File: src/core/gpx_cfg.svh
// register offsets, reset values and timing counts of the port block
`ifndef GPX_CFG_SVH
`define GPX_CFG_SVH
// ==========================================================================
// register offsets
`define GPX_A_P7_DATA 5'h00
`define GPX_A_P7_DIR 5'h01
`define GPX_A_P7_PULL 5'h02
`define GPX_A_P7_PIN 5'h03
`define GPX_A_P8_DATA 5'h04
`define GPX_A_P8_DIR 5'h05
`define GPX_A_P8_PIN 5'h06
`define GPX_A_P8_ANA 5'h07
`define GPX_A_PB_DATA 5'h08
`define GPX_A_PB_DIR 5'h09
`define GPX_A_PB_PULL 5'h0A
`define GPX_A_PB_PIN 5'h0B
`define GPX_A_PC_DATA 5'h0C
`define GPX_A_PC_DIR 5'h0D
`define GPX_A_PC_PULL 5'h0E
`define GPX_A_PC_PIN 5'h0F
`define GPX_A_PE_DATA 5'h10
`define GPX_A_PE_DIR 5'h11
`define GPX_A_PE_PULL 5'h12
`define GPX_A_PE_PIN 5'h13
`define GPX_A_PF_DATA 5'h14
`define GPX_A_PF_DIR 5'h15
`define GPX_A_PF_PULL 5'h16
`define GPX_A_PF_PIN 5'h17
`define GPX_A_TRIG 5'h18
`define GPX_A_IRQ_EN 5'h19
`define GPX_A_IRQ_STS 5'h1A
`define GPX_A_IRQ_CLR 5'h1B
`define GPX_A_P7_FUNC 5'h1C
// ==========================================================================
// field positions
`define GPX_F_WDT_SEL 0
// ==========================================================================
// reset values
`define GPX_RST_BYTE 8'h00
`define GPX_RST_NIB 4'h0
// ==========================================================================
// timing
`define GPX_CLK_NS 5
`define GPX_NF_NS 40
`define GPX_NF_CYC ((`GPX_NF_NS + `GPX_CLK_NS - 1) / `GPX_CLK_NS)
`endif

File: src/core/gpx_pkg.sv
// types shared by the port block
package gpx_pkg;
  `include "gpx_cfg.svh"

  // ========================================================================
  // pad carriers
  typedef struct packed {
    logic [3:0] o;
    logic [3:0] oe;
    logic [3:0] pu;
  } gpx_pad4_t;

  typedef struct packed {
    logic [7:0] o;
    logic [7:0] oe;
    logic [7:0] pu;
  } gpx_pad8_t;

  typedef struct packed {
    logic own;
    logic [2:0] o;
    logic [2:0] oe;
  } gpx_dbg_t;

  // ========================================================================
  // trigger encodings
  typedef enum logic [1:0] {
    GPX_AB_RISE, GPX_AB_FALL, GPX_AB_HIGH, GPX_AB_LOW
  } gpx_trig_ab_t;

  typedef enum logic [1:0] {
    GPX_CD_RISE, GPX_CD_FALL, GPX_CD_BOTH, GPX_CD_BOTH2
  } gpx_trig_cd_t;

  // ========================================================================
  // block state
  typedef struct packed {
    logic [3:0] p7_do;
    logic [3:0] p7_dir;
    logic [3:0] p7_pu;
    logic p7_wdt;
    logic [7:0] p8_do;
    logic [7:0] p8_dir;
    logic [7:0] p8_ana;
    logic [7:0] pb_do;
    logic [7:0] pb_dir;
    logic [7:0] pb_pu;
    logic [7:0] pc_do;
    logic [7:0] pc_dir;
    logic [7:0] pc_pu;
    logic [7:0] pe_do;
    logic [3:0] pe_dir;
    logic [7:0] pe_pu;
    logic [7:0] pf_do;
    logic [3:0] pf_dir;
    logic [7:0] pf_pu;
    logic [7:0] trig;
    logic [3:0] ien;
    logic [3:0] sts;
    logic [3:0] prev;
    logic d_filt;
    logic [3:0] nf_cnt;
    logic t0_cap_lo;
    logic t0_cap_hi;
    logic t0_evt;
    logic [7:0] rdata;
  } gpx_state_t;
endpackage : gpx_pkg

File: src/core/gpx_sync.sv
// three-stage pin synchroniser with agreement of the last two stages
module gpx_sync #(
  parameter int W = 44
) (
  input wire logic mclk,
  input wire logic reset_n,
  input wire logic [W-1:0] pin_raw,
  output logic [W-1:0] pin_q
);
  import gpx_pkg::*;

  typedef struct packed {
    logic [W-1:0] s1;
    logic [W-1:0] s2;
    logic [W-1:0] s3;
    logic [W-1:0] q;
  } gpx_sync_st_t;

  gpx_sync_st_t st;
  gpx_sync_st_t next_st;
  logic [W-1:0] agree;

  // ========================================================================
  // per-bit agreement
  genvar gi;
  generate
    for (gi = 0; gi < W; gi++)
    begin : g_bit
      assign agree[gi] = (st.s2[gi] == st.s3[gi]);
    end
  endgenerate

  always_comb
  begin
    next_st = st;
    next_st.s1 = pin_raw;
    next_st.s2 = st.s1;
    next_st.s3 = st.s2;
    next_st.q = (st.s3 & agree) | (st.q & ~agree);
  end

  always_ff @(posedge mclk or negedge reset_n)
  begin
    if (!reset_n)
      st <= '0;
    else
      st <= next_st;
  end

  assign pin_q = st.q;
endmodule : gpx_sync

File: src/core/gpx_top.sv
// port group logic: four- and eight-bit pads, external interrupts
// How it works
// [RULE_01] four-bit port, per-pin direction and pull-up
// [RULE_02] a/b edge or level, c/d edges
// [RULE_03] fourth interrupt input passes noise filter
// [RULE_04] first three interrupts release hold state
// [RULE_05] pins route to timer capture and event
// [RULE_06] pin zero can drive watchdog output
// [RULE_07] open-drain eight-bit port shared with converter
// [RULE_08] two per-bit ports, debugger on top three
// [RULE_09] two ports with direction per pin pair
// [RULE_10] pull-ups switch per pin independently
// [RULE_11] reset: inputs, no pull-ups, detection off
//
// Implementation choices: strobed register access and the address map.
module gpx_top (
  input wire logic mclk,
  input wire logic reset_n,
  input wire logic [4:0] addr,
  input wire logic [7:0] wdata,
  input wire logic wr,
  input wire logic rd,
  output logic [7:0] rdata,
  input wire logic [3:0] p7_in,
  output gpx_pkg::gpx_pad4_t p7_pad,
  input wire logic [7:0] p8_in,
  output gpx_pkg::gpx_pad8_t p8_pad,
  input wire logic [7:0] pb_in,
  output gpx_pkg::gpx_pad8_t pb_pad,
  input wire logic [7:0] pc_in,
  output gpx_pkg::gpx_pad8_t pc_pad,
  input wire logic [7:0] pe_in,
  output gpx_pkg::gpx_pad8_t pe_pad,
  input wire logic [7:0] pf_in,
  output gpx_pkg::gpx_pad8_t pf_pad,
  input wire gpx_pkg::gpx_dbg_t dbg_drv,
  output logic debugger_pin_a,
  output logic debugger_pin_b,
  output logic debugger_pin_c,
  input wire logic wdt_out,
  output logic t0_cap_lo,
  output logic t0_cap_hi,
  output logic t0_evt,
  output logic ext_irq_a,
  output logic ext_irq_b,
  output logic ext_irq_c,
  output logic ext_irq_d,
  output logic hold_wake,
  output logic irq
);
  import gpx_pkg::*;

  gpx_state_t st;
  gpx_state_t next_st;
  logic [43:0] q;
  logic [3:0] p7_q;
  logic [7:0] p8_q;
  logic [7:0] pb_q;
  logic [7:0] pc_q;
  logic [7:0] pe_q;
  logic [7:0] pf_q;
  logic [3:0] cur;
  logic [3:0] rise;
  logic [3:0] fall;
  logic [3:0] ev;
  logic [3:0] clr;
  logic [7:0] pe_dir8;
  logic [7:0] pf_dir8;
  logic p70_val;

  // ==========================================================================
  // pin synchronisers
  gpx_sync #(
    .W(44)
  ) u_sync (
    .mclk(mclk),
    .reset_n(reset_n),
    .pin_raw({pf_in, pe_in, pc_in, pb_in, p8_in, p7_in}),
    .pin_q(q)
  );

  assign p7_q = q[3:0];
  assign p8_q = q[11:4] & ~st.p8_ana; // RULE_07
  assign pb_q = q[19:12];
  assign pc_q = q[27:20];
  assign pe_q = q[35:28];
  assign pf_q = q[43:36];

  // ==========================================================================
  // interrupt edge sources
  assign cur = {st.d_filt, p7_q[2:0]}; // RULE_03
  assign rise = cur & ~st.prev;
  assign fall = ~cur & st.prev;

  // ==========================================================================
  // pair-wise direction expansion
  genvar gi;
  generate
    for (gi = 0; gi < 8; gi++)
    begin : g_pair
      assign pe_dir8[gi] = st.pe_dir[gi/2]; // RULE_09
      assign pf_dir8[gi] = st.pf_dir[gi/2]; // RULE_09
    end
  endgenerate

  // ==========================================================================
  // next state
  always_comb
  begin
    next_st = st;
    ev = 4'h0;
    clr = 4'h0;
    next_st.rdata = 8'h00;
    if (wr)
    begin
      case (addr)
        `GPX_A_P7_DATA: next_st.p7_do = wdata[3:0];
        `GPX_A_P7_DIR: next_st.p7_dir = wdata[3:0]; // RULE_01
        `GPX_A_P7_PULL: next_st.p7_pu = wdata[3:0]; // RULE_10
        `GPX_A_P7_FUNC: next_st.p7_wdt = wdata[`GPX_F_WDT_SEL]; // RULE_06
        `GPX_A_P8_DATA: next_st.p8_do = wdata;
        `GPX_A_P8_DIR: next_st.p8_dir = wdata; // RULE_07
        `GPX_A_P8_ANA: next_st.p8_ana = wdata;
        `GPX_A_PB_DATA: next_st.pb_do = wdata;
        `GPX_A_PB_DIR: next_st.pb_dir = wdata; // RULE_08
        `GPX_A_PB_PULL: next_st.pb_pu = wdata; // RULE_10
        `GPX_A_PC_DATA: next_st.pc_do = wdata;
        `GPX_A_PC_DIR: next_st.pc_dir = wdata; // RULE_08
        `GPX_A_PC_PULL: next_st.pc_pu = wdata; // RULE_10
        `GPX_A_PE_DATA: next_st.pe_do = wdata;
        `GPX_A_PE_DIR: next_st.pe_dir = wdata[3:0]; // RULE_09
        `GPX_A_PE_PULL: next_st.pe_pu = wdata; // RULE_10
        `GPX_A_PF_DATA: next_st.pf_do = wdata;
        `GPX_A_PF_DIR: next_st.pf_dir = wdata[3:0]; // RULE_09
        `GPX_A_PF_PULL: next_st.pf_pu = wdata; // RULE_10
        `GPX_A_TRIG: next_st.trig = wdata;
        `GPX_A_IRQ_EN: next_st.ien = wdata[3:0];
        `GPX_A_IRQ_CLR: clr = wdata[3:0];
        default: ;
      endcase
    end
    if (rd)
    begin
      case (addr)
        `GPX_A_P7_DATA: next_st.rdata = {4'h0, st.p7_do};
        `GPX_A_P7_DIR: next_st.rdata = {4'h0, st.p7_dir};
        `GPX_A_P7_PULL: next_st.rdata = {4'h0, st.p7_pu};
        `GPX_A_P7_PIN: next_st.rdata = {4'h0, p7_q};
        `GPX_A_P7_FUNC: next_st.rdata = {7'h00, st.p7_wdt};
        `GPX_A_P8_DATA: next_st.rdata = st.p8_do;
        `GPX_A_P8_DIR: next_st.rdata = st.p8_dir;
        `GPX_A_P8_PIN: next_st.rdata = p8_q;
        `GPX_A_P8_ANA: next_st.rdata = st.p8_ana;
        `GPX_A_PB_DATA: next_st.rdata = st.pb_do;
        `GPX_A_PB_DIR: next_st.rdata = st.pb_dir;
        `GPX_A_PB_PULL: next_st.rdata = st.pb_pu;
        `GPX_A_PB_PIN: next_st.rdata = pb_q;
        `GPX_A_PC_DATA: next_st.rdata = st.pc_do;
        `GPX_A_PC_DIR: next_st.rdata = st.pc_dir;
        `GPX_A_PC_PULL: next_st.rdata = st.pc_pu;
        `GPX_A_PC_PIN: next_st.rdata = pc_q;
        `GPX_A_PE_DATA: next_st.rdata = st.pe_do;
        `GPX_A_PE_DIR: next_st.rdata = {4'h0, st.pe_dir};
        `GPX_A_PE_PULL: next_st.rdata = st.pe_pu;
        `GPX_A_PE_PIN: next_st.rdata = pe_q;
        `GPX_A_PF_DATA: next_st.rdata = st.pf_do;
        `GPX_A_PF_DIR: next_st.rdata = {4'h0, st.pf_dir};
        `GPX_A_PF_PULL: next_st.rdata = st.pf_pu;
        `GPX_A_PF_PIN: next_st.rdata = pf_q;
        `GPX_A_TRIG: next_st.rdata = st.trig;
        `GPX_A_IRQ_EN: next_st.rdata = {4'h0, st.ien};
        `GPX_A_IRQ_STS: next_st.rdata = {4'h0, st.sts};
        default: next_st.rdata = 8'h00;
      endcase
    end
    // noise filter: a change must persist for the full count
    if (p7_q[3] != st.d_filt)
    begin
      if (st.nf_cnt == 4'(`GPX_NF_CYC - 1))
      begin
        next_st.d_filt = p7_q[3]; // RULE_03
        next_st.nf_cnt = 4'h0;
      end
      else
        next_st.nf_cnt = st.nf_cnt + 4'h1;
    end
    else
      next_st.nf_cnt = 4'h0;
    // trigger selection
    for (int i = 0; i < 2; i++)
    begin
      unique case (gpx_trig_ab_t'(st.trig[2*i +: 2]))
        GPX_AB_RISE: ev[i] = rise[i]; // RULE_02
        GPX_AB_FALL: ev[i] = fall[i]; // RULE_02
        GPX_AB_HIGH: ev[i] = cur[i]; // RULE_02
        GPX_AB_LOW: ev[i] = ~cur[i]; // RULE_02
      endcase
    end
    for (int i = 2; i < 4; i++)
    begin
      unique case (gpx_trig_cd_t'(st.trig[2*i +: 2]))
        GPX_CD_RISE: ev[i] = rise[i]; // RULE_02
        GPX_CD_FALL: ev[i] = fall[i]; // RULE_02
        GPX_CD_BOTH, GPX_CD_BOTH2: ev[i] = rise[i] | fall[i]; // RULE_02
      endcase
    end
    ev = ev & st.ien; // RULE_11
    next_st.sts = (st.sts & ~clr) | ev;
    next_st.prev = cur;
    next_st.t0_cap_lo = p7_q[0] | p7_q[2]; // RULE_05
    next_st.t0_cap_hi = p7_q[1] | p7_q[3]; // RULE_05
    next_st.t0_evt = p7_q[2] | p7_q[3]; // RULE_05
  end

  // ==========================================================================
  // state register
  always_ff @(posedge mclk or negedge reset_n)
  begin
    if (!reset_n)
      st <= '0; // RULE_11
    else
      st <= next_st;
  end

  // ==========================================================================
  // pad drive
  assign p70_val = st.p7_wdt ? wdt_out : st.p7_do[0]; // RULE_06
  assign p7_pad.o = {st.p7_do[3:1], 1'b0};
  assign p7_pad.oe = {st.p7_dir[3:1], st.p7_dir[0] & ~p70_val}; // RULE_01
  assign p7_pad.pu = st.p7_pu; // RULE_10
  assign p8_pad.o = 8'h00;
  assign p8_pad.oe = st.p8_dir & ~st.p8_do & ~st.p8_ana; // RULE_07
  assign p8_pad.pu = 8'h00;
  assign pb_pad.o = st.pb_do;
  assign pb_pad.oe = st.pb_dir; // RULE_08
  assign pb_pad.pu = st.pb_pu;
  assign pc_pad.o = dbg_drv.own ? {dbg_drv.o, st.pc_do[4:0]} : st.pc_do;
  assign pc_pad.oe = dbg_drv.own ? {dbg_drv.oe, st.pc_dir[4:0]}
                                 : st.pc_dir; // RULE_08
  assign pc_pad.pu = st.pc_pu;
  assign pe_pad.o = st.pe_do;
  assign pe_pad.oe = pe_dir8;
  assign pe_pad.pu = st.pe_pu;
  assign pf_pad.o = st.pf_do;
  assign pf_pad.oe = pf_dir8;
  assign pf_pad.pu = st.pf_pu;
  assign debugger_pin_a = pc_q[5]; // RULE_08
  assign debugger_pin_b = pc_q[6];
  assign debugger_pin_c = pc_q[7];

  // ==========================================================================
  // outputs
  assign rdata = st.rdata;
  assign t0_cap_lo = st.t0_cap_lo;
  assign t0_cap_hi = st.t0_cap_hi;
  assign t0_evt = st.t0_evt;
  assign ext_irq_a = st.sts[0];
  assign ext_irq_b = st.sts[1];
  assign ext_irq_c = st.sts[2];
  assign ext_irq_d = st.sts[3];
  assign hold_wake = |(st.sts[2:0] & st.ien[2:0]); // RULE_04
  assign irq = |(st.sts & st.ien);
endmodule : gpx_top

File: config.mk
export PLATFORM = sky130hd
export DESIGN_NAME = gpx_top
export DESIGN_NICKNAME = d
export VERILOG_FILES = /design/src/core/gpx_pkg.sv /design/src/core/gpx_sync.sv /design/src/core/gpx_top.sv
export VERILOG_INCLUDE_DIRS = /design/src /design/src/core
export SDC_FILE = /design/constraint.sdc
export NUM_CORES = 1
export LEC_CHECK = 0
export ABC_AREA = 1
export BUFFER_PORTS_ARGS = -buffer_cell sky130_fd_sc_hd__buf_2
export CORE_MARGIN = 4
export CORE_UTILIZATION = 50
export DETAILED_ROUTE_END_ITERATION = 8
export GPL_TIMING_DRIVEN = 0
export PLACE_DENSITY_LB_ADDON = 0.15
export SETUP_SLACK_MARGIN = 0.4
export SLEW_MARGIN = 20
export SYNTH_ARGS = -nofsm -noshare
export SYNTH_HDL_FRONTEND = slang
export SYNTH_SLANG_ARGS = --single-unit
File: constraint.sdc
create_clock -name mclk -period 1.8 [get_ports mclk]
set_input_delay 0.36 -clock mclk [delete_from_list [all_inputs] [get_ports mclk]]
set_output_delay 0.36 -clock mclk [all_outputs]
set_load 0.01 [all_outputs]
Yosys cells after proc, flatten, opt, wreduce, memory -nomap -nowiden

Cells that the tools add are included.

Memories: 0
Logic and storage cells: 192
Latch bits: 0
Memory bits (writable): 0
Output and inout port bits: 152
Bits in registers: 337
Input bits: 69
ROM bits: 0

Multiplexer cells: 13
Order comparisons: 0
Add/sub/neg operators: 1
Divide/modulo/power cells: 0
Reduce and logical (&&, ||, !) cells: 31
$mul: 0
Bitwise logic cells: 28
Equal/unequal tests: 86
Shifts and indexed selects: 0

Operator list:

| cell                                                                  | count |
|---|---|
| 8-bit case mux with 28 select lines                                   | 1 |
| 44-bit AND                                                            | 2 |
| 5-bit equality test, second input constant                            | 13 |
| 1-bit equality test                                                   | 44 |
| 44-bit NOT                                                            | 1 |
| 44-bit OR                                                             | 1 |
| 2-bit AND reduction                                                   | 22 |
| 5-bit by 4-bit equality test with 1-bit output, second input constant | 8 |
| 8-bit AND                                                             | 3 |
| 8-bit two-way mux                                                     | 3 |
| 4-bit AND                                                             | 5 |
| 5-bit by 3-bit equality test with 1-bit output, second input constant | 4 |
| 2-bit equality test, second input constant                            | 8 |
| 4-bit two-way mux                                                     | 4 |
| 8-bit NOT                                                             | 2 |
| 4-bit NOT                                                             | 3 |
| 5-bit by 2-bit equality test with 1-bit output, second input constant | 2 |
| 2-bit by 1-bit equality test with 1-bit output, second input constant | 4 |
| 2-bit zero test                                                       | 4 |
| 1-bit case mux with 4 select lines                                    | 2 |
| 1-bit case mux with 3 select lines                                    | 2 |
| 5-bit by 1-bit equality test with 1-bit output, second input constant | 1 |
| 5-bit zero test                                                       | 1 |
| 1-bit OR                                                              | 5 |
| 11 further kinds                                                      | 14 |

Depth between registers and ports, before layout

Depth after elaboration: 6
Gate-level depth with buffers: 11
Mapped depth without buffers: 11

By module

From an unflattened synthesis, not the netlist that was laid out.

Cell total of the unflattened synthesis: 1566
Area total of the unflattened synthesis: 14375.0 µm²

By module, submodules not included:

| module   | sequential area each (µm²) | area each (µm²) | cells an instance | instances |
|---|---|---|---|---|
| gpx_top  | 4028.9                     | 8924.8          | 1170              | 1 |
| gpx_sync | 4404.2                     | 5450.2          | 396               | 1 |

Worst setup path after synthesis

Ideal clock, no wire load.

Path kind: input-to-reg
From: input port addr[4]
To: register st, in the netlist p7_pad[11]
Buffers on the path: 3
Path slack: 0.233 ns
Data arrival time: 1.434 ns
Setup time: 0.133 ns
Cell stages on the path: 7
Required time: 1.667 ns
Path through: buf_2 > inv_1 > buf_2 > buf_2 > nand4_1 > nand2_1 > o21ai_0

Word-level cells in the longest chain between the ends: 2

RTL lines:

| what                                 | line           | text |
|---|---|---|
| start: declaration                   | gpx_top.sv:19  | `input wire logic [4:0] addr,` |
| 5-bit zero test                      | gpx_top.sv:116 | `case (addr)` |
| 2-bit AND reduction (no source line) | -              |  |
| end signal: assignment               | gpx_top.sv:222 | `st <= next_st;` |
| end: declaration                     | gpx_top.sv:53  | `gpx_state_t st;` |

No other way between the ends.
A chain may end at the register's enable or synchronous reset.

==> flow_metrics.env <==
export IMPL_status="complete, but fails checks"
export IMPL_violations="negative hold slack"
export IMPL_cts_hold_buf=44
export IMPL_syn_area_sq_um=13800
export IMPL_crit_slowest_cell="dfrtp_1"
export IMPL_routed_via_density=5.21
export IMPL_fin_skew_ns=0.0209
export IMPL_grt_overflow=0
export IMPL_p_leak_nw=9.87
export IMPL_vias=11500
export IMPL_drv_slew=0
export IMPL_reg2reg_to="rdata[0]"
export IMPL_clk_pin_slew_worst_paths_ns=0.06
export IMPL_drive_above_1_share_pct=36.5
export IMPL_fin_hold_ws_ns=-0.196
export IMPL_r2r_start="pf_pad[8]"
export IMPL_synthArstFlopShare_pct=100
export IMPL_clock_latency_ns=0.53
export IMPL_path_class="reg -> out"
export IMPL_cp_buffers_inverters=1
export IMPL_critPathMaxFanout=2
export IMPL_initial_core_util_pct=51.0
export IMPL_tightest_slew_ns=0.777
export IMPL_clkSinkCount=337
export IMPL_grt_pass1_wl_um=65200
export IMPL_clockBufferDepth=3
export IMPL_dieWidth_um=174
export IMPL_post_route_min_period_ns=1.78
export IMPL_die_h_um=174
export IMPL_die_area_sq_um=30300
export IMPL_worstPathArrival_ns=1.42
export IMPL_h_tree_depth=2
export IMPL_worst_path_stages=2
export IMPL_crit_family="flip-flops"
export IMPL_r2r_cells=8
export IMPL_syn_area_per_cell_sq_um=9.94
export IMPL_globalplace_congestion=0.954
export IMPL_grt_pass1_vias=11400
export IMPL_io_pins=221
export IMPL_cts_root_buf="clkbuf_16"
export IMPL_relSlewSlack_pct=48.2
export IMPL_track_usage_pct=27.6
export IMPL_hpwl_um=28900
export IMPL_rows=60
export IMPL_crit_end="p8_pad[9]"
export IMPL_wl_per_cell_um=19.3
export IMPL_synth_top_cell_area_share_pct=61.1
export IMPL_fin_cells=2216
export IMPL_seq_area_frac_synth_pct=61.1
export IMPL_max_stage_delay_ns=0.40
export IMPL_synthTopCellsByArea="dfrtp_1, nand2_1, buf_4"
export IMPL_yosysUniqueCellTypes=29
export IMPL_wl_um=42700
export IMPL_nNetsFinal=1924
export IMPL_cp_startpoint="st[141]"
export IMPL_synth_edf_count=0
export IMPL_drc=0
export IMPL_numCtsBuffers=35
export IMPL_powerDensity_nw_per_um2=1110
export IMPL_synth_ff_type="dfrtp_1"
export IMPL_drv_cap=0
export IMPL_cp_start_kind="register"
export IMPL_crit_path_end_kind="output pin"
export IMPL_rsz0062_at_grt="true"
export IMPL_placed_cells=1948
export IMPL_grt_max_degree=103
export IMPL_cts_tree="built"
export IMPL_antenna_found_initial=3
export IMPL_finalHoldViolCount=67
export IMPL_yosys_warnings=0
export IMPL_ys_ff_latch=337
export IMPL_dr_pass1_iters=5
export IMPL_ant_nets=0
export IMPL_core_sq_um=27000
export IMPL_yosysTopAreaCell="dfrtp_1"
export IMPL_setup_viol=0
export IMPL_vdd_ir_drop_max_uv=744
export IMPL_syn_to_final_growth_pct=43.2
export IMPL_synth_common_cells="nand2_1, dfrtp_1, o21ai_0"
export IMPL_required_ns=1.44
export IMPL_fin_crit_sh_pct=98.7
export IMPL_synth_most_common_cell="nand2_1"
export IMPL_drt_iter0_markers=1106
export IMPL_crit_chain="nor3b_2 -> buf_2"
export IMPL_reg2reg_slack_ns=0.38
export IMPL_postSynthCellCount=1388
export IMPL_port_buffers=200
export IMPL_max_freq_ghz=0.563
export IMPL_hold_path_class="in -> async"
## cells in the final DEF (no fill, tap or decap), types with 3 or more instances in the layout
| cell type | count |
|---|---|
| a21oi_2 | 4 |
| clkinv_2 | 7 |
| nor2_1 | 66 |
| mux2_4 | 6 |
| buf_2 | 93 |
| ha_1 | 5 |
| nor3b_2 | 5 |
| clkbuf_16 | 36 |
| inv_1 | 43 |
| inv_2 | 9 |
| nor2_4 | 27 |
| nor2_2 | 20 |
| nand2_1 | 323 |
| conb_1 | 17 |
| buf_6 | 236 |
| a21oi_1 | 7 |
| nand4_1 | 36 |
| o21ai_0 | 131 |
| maj3_1 | 44 |
| nand2_2 | 21 |
| o21ai_1 | 16 |
| clkbuf_2 | 9 |
| dfrtp_1 | 336 |
| nand3_1 | 92 |
| clkbuf_1 | 20 |
| nand2_4 | 5 |
| buf_16 | 3 |
| clkbuf_4 | 3 |
| clkbuf_8 | 7 |
| dlygate4sd3_1 | 44 |
| buf_4 | 183 |
## cells by family after synthesis
group | synth area share (%)
AO/OA/AOI/OAI | 5.93
XOR/XNOR | 0.190
adder cells (fa/ha/maj) | 3.65
buffers and inverters | 9.87
flip-flops | 61.1
multiplexers | 0.490
other | 0.0272
AND/OR/NAND/NOR | 18.7
## final cells by class
cell class | count | area [sq um]
Antenna cell | 1 | 2.50
Buffer | 177 | 1650
Clock buffer | 49 | 1020
Clock inverter | 12 | 128
Fill cell | 1904 | 7270
Inverter | 53 | 204
Multi-Input combinational cell | 837 | 4390
Sequential cell | 337 | 8430
Tap cell | 341 | 427
Timing Repair Buffer | 409 | 3510
## worst min-delay path by stage
stage                                   start                         end  slack (ns)  depth (start not counted)
after floorplan                       reset_n  asynchronous set/reset pin        0.06                          0
after global placement    u_sync.next_st[122]          u_sync.next_st[78]        0.33                          0
after detailed placement  u_sync.next_st[101]          u_sync.next_st[57]        0.33                          0
after CTS                             reset_n                  pe_pad[18]       -0.18                          1
after global routing                  reset_n  asynchronous set/reset pin       -0.17                          1
final                                 reset_n          u_sync.next_st[71]       -0.20                          1
## routing by layer
metal  wire length (um)  global-route usage, %  part of all wire (%)  vias up
li1                   -                      -                     -     5321
met1              18200                   38.6                    43     5627
met2              20100                   44.3                    47      517
met3               3200                   5.20                   7.5       79
met4               1140                   8.71                   2.7        4
met5                 32                      0                 0.075        -
## worst register-to-register path: cells and delay by family (launching register included)
kind,cells,cell delay (ns)
and+or+nand+nor,5,0.50
AOI/OAI and AO/OA,1,0.08
DFF,1,0.44
buffers and inverters,2,0.26
## through the flow
step	utilization, %	power [mW]	setup slack, ns	setup TNS (ns)	cell area [sq um]
after global placement	56.8	12.5	-5.87	-1980.84	15400
after global routing	73.1	22.9	-0.000499	-0.000499	19800
after detailed placement	57.2	12.6	-0.516	-18.81	15400
after CTS	71.0	21.6	0.0594	0	19200
after floorplan	-	11.1	0.380	0	13900
final	73.1	22.0	0.0234	0	19800
## report_power, final
group / total (mW) / switching (mW) / internal (mW)
logic: 5.42 / 2.22 / 3.20
clock network: 7.19 / 2.94 / 4.25
registers: 9.35 / 0.842 / 8.51
total: 22.0 / 5.99 / 16.0
## repair_timing
item / 4_1_cts / 5_1_grt
resized for setup: 265 / 88
hold endpoints to repair: 111 / 67
buffers inserted: 119 / 43
pin swaps: 9 / 27
endpoints found under the setup margin: 191 / 259
Note: power is estimated with default switching activity, not from simulation.
